===== src/hw/cp_debug_regs.vh =====
// register offsets, field positions and timing constants of the
// content-protection debug/status bank; definitions only
`ifndef CP_DEBUG_REGS_VH
`define CP_DEBUG_REGS_VH

// ----------------------------------------------------------------
// register offsets
// ----------------------------------------------------------------
`define OFS_DEBUG        8'hc0
`define OFS_DEBUG_TWO    8'hc1
`define OFS_STATUS       8'hc4
`define OFS_IRQ_STATUS   8'hc5
`define OFS_IRQ_MASK     8'hc6

// ----------------------------------------------------------------
// debug register fields (mirrored from the remote transmitter)
// ----------------------------------------------------------------
`define DBG_I2C_TO_DIS   6
`define DBG_CHK_EN       3
`define DBG_FAST_LINK_VERIFY      2
`define DBG_TIMER_SPEEDUP  1
`define DBG_I2C_FAST     0
`define DBG_RW_MASK      8'h4f

// ----------------------------------------------------------------
// second debug register and status fields
// ----------------------------------------------------------------
`define DBG2_NO_DECRYPT  1
`define DBG2_EN_MODE     0
`define DBG2_RESET       8'h00
`define STS_CHK_ERR      1
`define STS_AUTH_COMPLETE       0
`define STS_RESET        8'h00

// ----------------------------------------------------------------
// interrupt status / mask fields
// ----------------------------------------------------------------
`define IRQ_CHK_ERR      0
`define IRQ_AUTH_DONE    1
`define IRQ_AUTH_LOST    2
`define IRQ_WIDTH        3

// ----------------------------------------------------------------
// timing
// ----------------------------------------------------------------
`define CLK_MHZ          200
`define I2C_TIMEOUT_MS   1000
`define FRAME_CHK_FAST   8'h02
`define LINK_CHK_FAST    8'h10
`define FRAME_CHK_SLOW   8'h10
`define LINK_CHK_SLOW    8'h80
`define FRAME_CNT_W      7

`endif


===== src/hw/line_checksum_lane.v =====
// one colour lane: ones-complement running sum of 8-bit samples
// assumes add and clear strobes are one-cycle pulses on sys_clk
`timescale 1ns/1ps
module line_checksum_lane (
  // clock and reset
  input  wire       sys_clk,
  input  wire       rst_n,
  // sample stream
  input  wire       add_en,
  input  wire       clr,
  input  wire [7:0] sample,
  // running sum
  output reg  [7:0] sum_q
);

  wire [8:0] raw_sum;
  wire [7:0] sum_d;

  // end-around carry makes it a ones-complement sum
  assign raw_sum = {1'b0, sum_q} + {1'b0, sample};
  assign sum_d   = raw_sum[7:0] + {7'h00, raw_sum[8]};

  always @(posedge sys_clk or negedge rst_n) begin
    if (!rst_n) begin
      sum_q <= 8'h00;
    end else if (clr) begin
      sum_q <= 8'h00;
    end else if (add_en) begin
      sum_q <= sum_d;
    end
  end

endmodule


===== src/hw/content_protection_debug_status.v =====
// debug, control and status registers of the protection receiver
// assumes synchronous inputs, one-cycle pulses for every event
//
// How it works
// - timeout-disable debug bit stops the I2C idle timeout
// - with timeout on, bus counts as free after 1 s silence
// - when enabled, each lane's ones-complement checksum follows every line
// - fast verify: frame check every 2, link check every 16 frames
// - slow verify: frame check every 16, link check every 128 frames
// - timer-speedup bit runs authentication timers in test mode
// - fast bit selects Fast-mode I2C timing, else Standard-mode
// - debug register is read-only, mirrored from remote transmitter
// - no-decrypt bit puts encrypted pixels on the colour outputs
// - no-decrypt leaves authentication and link checks untouched
// - policy 1: skip re-enable if attached transmitter already enabled
// - policy 0: always re-enable attached transmitter at auth start
// - checksum mismatch sets the checksum error status flag
// - a write to the status register clears the checksum error unless a mismatch sets it in the same cycle
// - authenticated flag sets on successful authentication
// - authenticated flag clears on loss or restart
//
// Implementation choice: the plain strobed port.
`timescale 1ns/1ps
`include "cp_debug_regs.vh"
module content_protection_debug_status #(
  parameter [31:0] TIMEOUT_CYCLES = `I2C_TIMEOUT_MS * 1000 * `CLK_MHZ
) (
  // clock and reset
  input  wire        sys_clk,
  input  wire        rst_n,
  // register port
  input  wire [7:0]  reg_addr,
  input  wire [7:0]  reg_wdata,
  input  wire        reg_wr,
  input  wire        reg_rd,
  output reg  [7:0]  reg_rdata,
  // debug settings arriving from the remote transmitter
  input  wire        remote_debug_valid,
  input  wire [7:0]  remote_debug_value,
  // video in
  input  wire        pix_valid,
  input  wire [23:0] pix_decrypted,
  input  wire [23:0] pix_encrypted,
  input  wire        line_end,
  input  wire        line_sum_valid,
  input  wire [23:0] line_sum_data,
  input  wire        frame_start,
  // video out
  output reg         rgb_valid,
  output reg  [23:0] rgb_out,
  // link verification strobes
  output reg         frame_check_strobe,
  output reg         link_check_strobe,
  // protection I2C controller
  input  wire        i2c_bus_activity,
  output reg         i2c_bus_free,
  output reg         i2c_fast_timing,
  output reg         timer_speedup,
  // authentication engine
  input  wire        auth_start,
  input  wire        auth_success,
  input  wire        auth_lost,
  input  wire        downstream_enabled,
  output reg         downstream_enable_req,
  // interrupt
  output reg         irq
);

  // ----------------------------------------------------------------
  // helpers
  // ----------------------------------------------------------------
  function hit;
    input [7:0] addr;
    input [7:0] ofs;
    begin
      hit = (addr == ofs);
    end
  endfunction

  function [`FRAME_CNT_W-1:0] period_mask;
    input [7:0] period;
    begin
      period_mask = period[`FRAME_CNT_W-1:0] - 7'h01;
    end
  endfunction

  // ----------------------------------------------------------------
  // registers
  // ----------------------------------------------------------------
  reg  [7:0]            debug_q;
  reg  [7:0]            debug_two_q;
  reg                   chk_err_q;
  reg                   auth_complete_q;
  reg  [`IRQ_WIDTH-1:0] irq_status_q;
  reg  [`IRQ_WIDTH-1:0] irq_mask_q;
  reg  [`IRQ_WIDTH-1:0] irq_status_d;
  reg  [7:0]            rdata_d;

  wire wr_debug_two  = reg_wr & hit(reg_addr, `OFS_DEBUG_TWO);
  wire wr_status     = reg_wr & hit(reg_addr, `OFS_STATUS);
  wire wr_irq_status = reg_wr & hit(reg_addr, `OFS_IRQ_STATUS);
  wire wr_irq_mask   = reg_wr & hit(reg_addr, `OFS_IRQ_MASK);

  wire line_checksum_enable = debug_q[`DBG_CHK_EN];
  wire fast_link_verify     = debug_q[`DBG_FAST_LINK_VERIFY];
  wire i2c_timeout_disable  = debug_q[`DBG_I2C_TO_DIS];
  wire no_decrypt           = debug_two_q[`DBG2_NO_DECRYPT];
  wire reenable_policy      = debug_two_q[`DBG2_EN_MODE];

  // local writes to 0xc0 are ignored
  always @(posedge sys_clk or negedge rst_n) begin
    if (!rst_n) begin
      debug_q <= 8'h00;
    end else if (remote_debug_valid) begin
      debug_q <= remote_debug_value & `DBG_RW_MASK;
    end
  end

  always @(posedge sys_clk or negedge rst_n) begin
    if (!rst_n) begin
      debug_two_q <= `DBG2_RESET;
    end else if (wr_debug_two) begin
      debug_two_q <= {6'h00, reg_wdata[`DBG2_NO_DECRYPT],
                      reg_wdata[`DBG2_EN_MODE]};
    end
  end

  // ----------------------------------------------------------------
  // line checksum lanes
  // ----------------------------------------------------------------
  wire [23:0] lane_sum;
  wire        sample_add = pix_valid & line_checksum_enable;
  reg         chk_mismatch;
  integer     k;

  genvar g;
  generate
    for (g = 0; g < 3; g = g + 1) begin : lanes
      line_checksum_lane u_lane (
        .sys_clk (sys_clk),
        .rst_n   (rst_n),
        .add_en  (sample_add),
        .clr     (line_sum_valid),
        .sample  (pix_decrypted[8*g+7:8*g]),
        .sum_q   (lane_sum[8*g+7:8*g])
      );
    end
  endgenerate

  // transmitted value is the complement of the lane sum
  always @* begin
    chk_mismatch = 1'b0;
    for (k = 0; k < 24; k = k + 8) begin
      if (line_sum_data[k+:8] != ~lane_sum[k+:8]) begin
        chk_mismatch = 1'b1;
      end
    end
  end

  wire chk_err_event = line_sum_valid & line_checksum_enable & chk_mismatch;

  // set wins over the clear
  always @(posedge sys_clk or negedge rst_n) begin
    if (!rst_n) begin
      chk_err_q <= 1'b0;
    end else if (chk_err_event) begin
      chk_err_q <= 1'b1;
    end else if (wr_status) begin
      chk_err_q <= 1'b0;
    end
  end

  // ----------------------------------------------------------------
  // authentication status and repeater policy
  // ----------------------------------------------------------------
  always @(posedge sys_clk or negedge rst_n) begin
    if (!rst_n) begin
      auth_complete_q <= 1'b0;
    end else if (auth_lost | auth_start) begin
      auth_complete_q <= 1'b0;
    end else if (auth_success) begin
      auth_complete_q <= 1'b1;
    end
  end

  always @(posedge sys_clk or negedge rst_n) begin
    if (!rst_n) begin
      downstream_enable_req <= 1'b0;
    end else begin
      downstream_enable_req <= auth_start &
                               ~(reenable_policy & downstream_enabled);
    end
  end

  // ----------------------------------------------------------------
  // video output
  // ----------------------------------------------------------------
  // only the pixel mux depends on no-decrypt
  always @(posedge sys_clk or negedge rst_n) begin
    if (!rst_n) begin
      rgb_valid <= 1'b0;
      rgb_out   <= 24'h00_0000;
    end else begin
      rgb_valid <= pix_valid;
      if (pix_valid) begin
        rgb_out <= no_decrypt ? pix_encrypted : pix_decrypted;
      end
    end
  end

  // ----------------------------------------------------------------
  // link verification cadence
  // ----------------------------------------------------------------
  reg  [`FRAME_CNT_W-1:0] frame_cnt_q;
  wire [`FRAME_CNT_W-1:0] frame_mask =
    fast_link_verify ? period_mask(`FRAME_CHK_FAST)
                     : period_mask(`FRAME_CHK_SLOW);
  wire [`FRAME_CNT_W-1:0] link_mask =
    fast_link_verify ? period_mask(`LINK_CHK_FAST)
                     : period_mask(`LINK_CHK_SLOW);

  always @(posedge sys_clk or negedge rst_n) begin
    if (!rst_n) begin
      frame_cnt_q        <= {`FRAME_CNT_W{1'b0}};
      frame_check_strobe <= 1'b0;
      link_check_strobe  <= 1'b0;
    end else begin
      frame_check_strobe <= 1'b0;
      link_check_strobe  <= 1'b0;
      if (frame_start) begin
        frame_cnt_q <= frame_cnt_q + 7'h01;
        frame_check_strobe <= (frame_cnt_q & frame_mask) == 7'h00;
        link_check_strobe  <= (frame_cnt_q & link_mask) == 7'h00;
      end
    end
  end

  // ----------------------------------------------------------------
  // protection I2C controller settings and idle timeout
  // ----------------------------------------------------------------
  localparam ST_BUSY = 2'b01;
  localparam ST_FREE = 2'b10;

  reg [1:0]  bus_state_q;
  reg [1:0]  bus_state_d;
  reg [31:0] idle_cnt_q;
  wire       idle_expired = idle_cnt_q >= TIMEOUT_CYCLES;

  always @(posedge sys_clk or negedge rst_n) begin
    if (!rst_n) begin
      idle_cnt_q <= 32'h0000_0000;
    end else if (i2c_bus_activity | i2c_timeout_disable) begin
      idle_cnt_q <= 32'h0000_0000;
    end else if (!idle_expired) begin
      idle_cnt_q <= idle_cnt_q + 32'h0000_0001;
    end
  end

  always @* begin
    bus_state_d = bus_state_q;
    case (bus_state_q)
      ST_BUSY: begin
        if (!i2c_timeout_disable && idle_expired) begin
          bus_state_d = ST_FREE;
        end
      end
      ST_FREE: begin
        if (i2c_bus_activity || i2c_timeout_disable) begin
          bus_state_d = ST_BUSY;
        end
      end
      default: bus_state_d = ST_BUSY;
    endcase
  end

  always @(posedge sys_clk or negedge rst_n) begin
    if (!rst_n) begin
      bus_state_q     <= ST_BUSY;
      i2c_bus_free    <= 1'b0;
      i2c_fast_timing <= 1'b0;
      timer_speedup   <= 1'b0;
    end else begin
      bus_state_q     <= bus_state_d;
      i2c_bus_free    <= bus_state_d == ST_FREE;
      i2c_fast_timing <= debug_q[`DBG_I2C_FAST];
      timer_speedup   <= debug_q[`DBG_TIMER_SPEEDUP];
    end
  end

  // ----------------------------------------------------------------
  // interrupts: sticky, write one to clear, set wins
  // ----------------------------------------------------------------
  wire auth_done_event = auth_success & ~auth_complete_q
                         & ~auth_lost & ~auth_start;
  wire auth_lost_event = auth_lost & auth_complete_q;

  always @* begin
    irq_status_d = irq_status_q;
    if (wr_irq_status) begin
      irq_status_d = irq_status_q & ~reg_wdata[`IRQ_WIDTH-1:0];
    end
    if (chk_err_event) begin
      irq_status_d[`IRQ_CHK_ERR] = 1'b1;
    end
    if (auth_done_event) begin
      irq_status_d[`IRQ_AUTH_DONE] = 1'b1;
    end
    if (auth_lost_event) begin
      irq_status_d[`IRQ_AUTH_LOST] = 1'b1;
    end
  end

  always @(posedge sys_clk or negedge rst_n) begin
    if (!rst_n) begin
      irq_status_q <= {`IRQ_WIDTH{1'b0}};
      irq_mask_q   <= {`IRQ_WIDTH{1'b0}};
      irq          <= 1'b0;
    end else begin
      irq_status_q <= irq_status_d;
      if (wr_irq_mask) begin
        irq_mask_q <= reg_wdata[`IRQ_WIDTH-1:0];
      end
      irq <= |(irq_status_d & (wr_irq_mask ? reg_wdata[`IRQ_WIDTH-1:0]
                                           : irq_mask_q));
    end
  end

  // ----------------------------------------------------------------
  // read data, one cycle after the strobe
  // ----------------------------------------------------------------
  always @* begin
    rdata_d = 8'h00;
    if (hit(reg_addr, `OFS_DEBUG)) begin
      rdata_d = debug_q;
    end else if (hit(reg_addr, `OFS_DEBUG_TWO)) begin
      rdata_d = debug_two_q;
    end else if (hit(reg_addr, `OFS_STATUS)) begin
      rdata_d[`STS_CHK_ERR] = chk_err_q;
      rdata_d[`STS_AUTH_COMPLETE]  = auth_complete_q;
    end else if (hit(reg_addr, `OFS_IRQ_STATUS)) begin
      rdata_d = {5'h00, irq_status_q};
    end else if (hit(reg_addr, `OFS_IRQ_MASK)) begin
      rdata_d = {5'h00, irq_mask_q};
    end
  end

  always @(posedge sys_clk or negedge rst_n) begin
    if (!rst_n) begin
      reg_rdata <= 8'h00;
    end else if (reg_rd) begin
      reg_rdata <= rdata_d;
    end else begin
      reg_rdata <= 8'h00;
    end
  end

endmodule


===== config.mk =====
export PLATFORM = sky130hd
export DESIGN_NAME = content_protection_debug_status
export DESIGN_NICKNAME = d
export VERILOG_FILES = /design/src/hw/line_checksum_lane.v /design/src/hw/content_protection_debug_status.v
export VERILOG_INCLUDE_DIRS = /design/src /design/src/hw
export SDC_FILE = /design/constraint.sdc
export NUM_CORES = 1
export LEC_CHECK = 0
export ABC_CLOCK_PERIOD_IN_PS = 4530
export BUFFER_PORTS_ARGS = -buffer_cell sky130_fd_sc_hd__buf_2
export CORE_UTILIZATION = 60
export CTS_BUF_LIST = sky130_fd_sc_hd__clkbuf_2 sky130_fd_sc_hd__clkbuf_4 sky130_fd_sc_hd__clkbuf_8
export CTS_CLUSTER_DIAMETER = 200
export DETAILED_ROUTE_END_ITERATION = 16
export GPL_TIMING_DRIVEN = 0
export PLACE_DENSITY = 0.94
export SYNTH_ARGS = -nofsm -noshare
export SYNTH_HDL_FRONTEND = slang
export SYNTH_SLANG_ARGS = --single-unit
export TNS_END_PERCENT = 5

===== constraint.sdc =====
create_clock -name sys_clk -period 4.53 [get_ports sys_clk]
set_input_delay 0.453 -clock sys_clk [delete_from_list [all_inputs] [get_ports sys_clk]]
set_output_delay 0.453 -clock sys_clk [all_outputs]
set_load 0.03 [all_outputs]

# --- Word-level counts from Yosys, hierarchy flattened ---
# Cells that the tools add are included.
op_classes:
  order_cmp: 1
  mux: 35
  n_reduce_logical: 9
  eq_ne: 12
  addsub: 8
  n_bitwise: 27
ops:
  columns: ["cell", "count"]
  rows:
  - ["$mux 8", 10]
  - ["$mux 32", 2]
  - ["$eq 8x8->1 const B", 5]
  - ["$add 32x1->32 const B", 1]
  - ["$ge 32x28->1 const B", 1]
  - ["$add 8x8->9", 3]
  - ["$add 8x1->8", 3]
  - ["$mux 24", 1]
  - ["$ne 8x8->1", 3]
  - ["$not 8->8", 3]
  - ["$logic_not 7->1", 2]
  - ["$and 1x1->1", 13]
  - ["$mux 1", 12]
  - ["$mux 3", 3]
  - ["$add 7x1->7 const B", 1]
  - ["$and 7x4->7", 1]
  - ["$and 7x7->7", 1]
  - ["$mux 7", 1]
  - ["$and 3x3->3", 2]
  - ["$mux 2", 3]
  - ["$mux 6", 1]
  - ["$reduce_bool 2->1", 3]
  - ["$eq 2x2->1 const B", 2]
  - ["$mux 4", 1]
  - ["other kinds (10)", 14]
word_totals:
  in_bits: 110
  elab_cells: 114
  regBits: 120
  out_inout_bits: 40

# --- Logic depth before layout (Yosys ltp) ---
depth:
  ltp_word: 9
  mapped_depth: 15
  ltp_nobuf: 15

# --- By module ---
# A second synthesis with hierarchy kept.
unflattened:
  cells_unflattened: 749
  hier_area_um2: 7319.5
by_module_without_submodules:
  columns: ["mod", "cells_per_inst", "n_inst", "area_each_um2", "seq_area_each_um2"]
  rows:
  - ["content_protection_debug_status", 455, 1, 4692.0, 2328.5]
  - ["line_checksum_lane", 98, 3, 875.8, 200.2]

# --- Worst setup path before layout ---
# OpenSTA, ideal clock, no wires.
synth_path:
  path_type: "input port to flip-flop"
  start: "in pix_decrypted[8]"
  end: "reg lanes[1].u_lane.sum_q[7]"
  path_buffers: 0
  path_slack_ns: 1.643
  setup_ns: 0.121
  cell_stages: 14
  t_arrival_ns: 2.766
  required_ns: 4.409
  path_cell_list: "ha_1 > inv_1 > fa_1 > nand2b_1 > a21oi_1 > o311a_1 > o21ai_0 > nand2b_1 > ha_1 > nor3b_1 > nand3_1 > nor3_1 > xor3_1 > a22o_1"
synth_via:
  elab_chain_cells: 4
synth_lines:
  columns: ["item", "line", "source"]
  rows:
  - ["start, declared", "content_protection_debug_status.v:42", "input wire [23:0] pix_decrypted,"]
  - ["$add 8x8->9", "line_checksum_lane.v:20", "assign raw_sum = {1'b0, sum_q} + {1'b0, sample};"]
  - ["$add 8x1->8", "line_checksum_lane.v:21", "assign sum_d = raw_sum[7:0] + {7'h00, raw_sum[8]};"]
  - ["$mux 8", "line_checksum_lane.v:28", "end else if (add_en) begin"]
  - ["$mux 8", "line_checksum_lane.v:26", "end else if (clr) begin"]
  - ["end signal, assigned", "line_checksum_lane.v:29", "sum_q <= sum_d;"]
  - ["end, declared", "line_checksum_lane.v:13", "output reg [7:0] sum_q"]
# Every way passes these cells. The select of a mux whose other input is x is not followed.
# A chain may end at the register's enable or synchronous reset.

# --- Final worst setup path ---
layout_path:
  start: "reg lanes[1].u_lane.sum_q[0]"
  end: "reg lanes[1].u_lane.sum_q[7]"
layout_via:
  elab_chain_cells: 4
layout_lines:
  columns: ["item", "line"]
  rows:
  - ["$add 8x8->9", "line_checksum_lane.v:20"]
  - ["$add 8x1->8", "line_checksum_lane.v:21"]
  - ["$mux 8", "line_checksum_lane.v:28"]
  - ["$mux 8", "line_checksum_lane.v:26"]
# Every way passes these cells. The select of a mux whose other input is x is not followed.

==> summary.md <==
| Metric | Value |
|---|---|
| Status | finished clean |
| Mux contribution to synthesized area | 6.08% |
| Syn avg cell area | 10.2 µm² |
| XOR/XNOR Fraction of Synth Area | 12.3% |
| Total Wirelength | 16,200 µm |
| Critical path data required time | 4860 ps |
| Setup TNS | 0 ps |
| Pwr/cell area | ~360 nW/µm² |
| Hold-fix buffers, CTS | 0 |
| DIE AREA | ~12,000 µm² |
| Routed len/inst | roughly 17 µm |
| Clock sinks | between 100 and 150 |
| Vias in the first global route | approximately 5.5k |
| Largest family of logic cells by synthesized area | simple AND/OR/NAND/NOR gates |
| Post-synth EDFFs | 0 |
| DRC viols | 0 |
| Synth top area cells | dfrtp_1, xor2_1, ha_1 |
| Overflow after GRT | 0 |
| Area growth syn-to-layout | 19.7% |
| RSZ-0062 raised after global routing | false |
| Ys async rst share | 100% |
| HP Class | input pin to asynchronous set/reset pin |
| Worst slew margin | 42.8% |
| CTS buffer count | 17 |
| Crit path max fanout | 3 |
| CTS H-tree depth | 4 |
| Worst-case vdd ir drop | 0.385 mV |
| Routed Antenna Nets | 0 |
| Final core utilization | between 70 and 80% |
| Clock tree from TritonCTS | yes |
| Latest clock arrival within the worst-skew pair | around 440 ps |
| Initial core utilization | 61.5% |
| Data arrival, critical path | 3600 ps |
| Synth Area in Simple Gates | 16.9% |
| # rows | 38 |
| Synth Cell Area | roughly 6700 µm² |
| Synth cell types | 57 |
| Die Span Y | 107 µm |
| Commonest non-fill, non-tap cell in the layout | buf_2 |
| Largest net degree at the start of global routing | 63 |
| Ports | 150 |
| Post-synth top area share | a little over two fifths |
| Pleak | 3.79 nW |
| Initial antenna violation count | 1 |
| Post-synth top flop | dfrtp_1 |
| RD Place Congestion | a little under 0.9 |
| Flop2flop setup slack | 1260 ps |
| Total GRT Usage | 30.0% |
| Layout Skew | around 9.6 ps |
| Iter 0 DRT Violations | 370 |
| CTS max path bufs | 2 |
| Fin. Hold Viols | 0 |
| Max-cap viol count | 0 |
| Via/cell ratio | 5.85 |
| Finish-stage setup viols | 0 |
| Sequential-to-total area share from yosys stat | 43.9% |
| Yosys warns | 0 |
| Synth Area in Compound Gates | 10.3% |
| Post-CTS Resized | 0 |
| Post-Synth Adder-Cell Area | 7.65% |
| Syn Inst Count | between 600 and 700 |
| Period utilization | 72.3% |
| Clock Pin Slew Worst Setup and Hold Paths | 70 ps |
| Period minus WS final | 3270 ps |
| Most area-hungry cell type in the Yosys netlist | dfrtp_1 |
| Worst-Margin Slew | 858 ps |
| Final nets | between 900 and 1k |
| I/O Buffers | roughly 140 |
| Dpl hpwl | roughly 12,000 µm |
| Startpoint types | flop |
| Layout cells sized above 1 | 24.1% |
| Highest-count cells in the layout ignoring fill and taps | buf_2, dfrtp_1, nor2_1 |
| Setup bufs post-CTS | 0 |
| Wire length of the first global-routing pass | 26,300 µm |
| Final Max Slew Viols | 0 |
| Fmax | 0.306 GHz |
| Chip width | 107 µm |
| CTS Root Cell | clkbuf_8 |
| Core area | approximately 11,000 µm² |
| #FFs+latches synth | roughly 120 |
| Crit Path Category | flop to flop |
| DRT Pass-1 Iters | 9 |
| Vias | 5,630 |
| CP Capture Type | flop |
-- cell usage after synthesis (4+ instances only) --
library cell    n
a21oi_1        42
a22o_1         23
and2_1          6
and3_1          8
clkbuf_1       16
dfrtp_1       116
ha_1           36
inv_1          25
mux2_2         12
mux2i_1        27
nand2_1        26
nand2b_1        5
nand3_1        27
nand4_1        14
nor2_1         80
nor2b_1         7
nor3_1         12
nor3b_1         5
nor4_1         10
o21a_1          4
o21ai_0        10
or2_2           5
xnor2_1        30
xor2_1         56
-- power by group --
group	internal, mW	leakage [nW]	total [mW]	switching, mW
Clock	0.602	0.216	1.02	0.420
Sequential	1.14	1.50	1.22	0.0870
Combinational	0.267	2.07	0.629	0.361
Total	2.01	3.79	2.88	0.868
-- kinds of logic (layout without fill, tap and decap cells) --
family | after synthesis | in the layout
adders and majority gates | 39 | 39
xor gates and xnor gates | 89 | 89
AOI/OAI and AO/OA | 101 | 101
muxes | 39 | 39
buffers and inverters | 45 | 213
other | 1 | 4
and+or+nand+nor | 220 | 220
DFF | 117 | 117
-- worst max-delay path, cell delays in order (launching register included) --
cell and delay [ps]:
dfrtp_1 410, ha_1 220, inv_1 60, fa_1 380, nand2b_1 190, a21oi_1 180, o311a_1 190, o21ai_0 70
nand2b_1 110, ha_1 180, nor3b_1 310, nand3_1 200, nor3_1 230, xor3_1 250, a22o_1 180
-- layer usage --
layer / track usage [%] / vias to the layer above / wire, µm
met1: 37.1 / 2757 / 6670
met3: 6.78 / 31 / 1070
met4: 10.7 / 0 / 363
met2: 51.7 / 239 / 8140
met5: 0 / - / 0
li1: - / 2603 / -
-- flip-flops by register name (all words and copies together), names as in the netlist, 2 cells and up --
register            cells
bus_state_q             2
lanes.u_lane.sum_q     24
reg_rdata               5
idle_cnt_q             32
debug_q                 5
irq_mask_q              3
frame_cnt_q             7
debug_two_q             2
rgb_out                24
irq_status_q            3
-- through the flow --
| step | hold WS [ps] | cell area [µm²] | std cells | power (mW) | setup WS, ps |
|---|---|---|---|---|---|
| floorplan | 157 | 6680 | 653 | 1.65 | 1640 |
| global placement | 385 | 7530 | 928 | 1.83 | 1200 |
| detailed placement | 399 | 7560 | 929 | 1.86 | 1180 |
| CTS | 80.8 | 7980 | 961 | 2.89 | 1290 |
| global route | 101 | 7980 | 962 | 3.02 | 1050 |
| finish | 78.0 | 7980 | 962 | 2.88 | 1260 |
-- path summary, 6_finish.rpt --
kind	depth (start not counted)	endpoint	startpoint
worst min register to register	0	i2c_fast_timing$_DFF_PN0_	debug_q[0]$_DFFE_PN0P_
min in group sys_clk	2	auth_complete_q$_DFFE_PN0P_	auth_start
max in group asynchronous	2	rgb_out[13]$_DFFE_PN0P_	rst_n
worst max register to register	14	lanes[1].u_lane.sum_q[7]$_DFFE_PN0P_	lanes[1].u_lane.sum_q[0]$_DFFE_PN0P_
worst max-delay path	14	lanes[1].u_lane.sum_q[7]$_DFFE_PN0P_	lanes[1].u_lane.sum_q[0]$_DFFE_PN0P_
worst min-delay path	1	i2c_bus_free$_DFF_PN0_	rst_n
-- area by class of cell --
type / count / area [µm²]
multi-input cells: 491 / 3570
flip-flops and latches: 117 / 2930
fillers: 725 / 2860
repair buffers: 136 / 706
clock buffers: 23 / 298
well taps: 140 / 175
clock inverters: 9 / 125
inverters: 25 / 93.8
plain buffers: 20 / 86.3
diodes: 1 / 2.50
(Power assumes the default switching activity.)
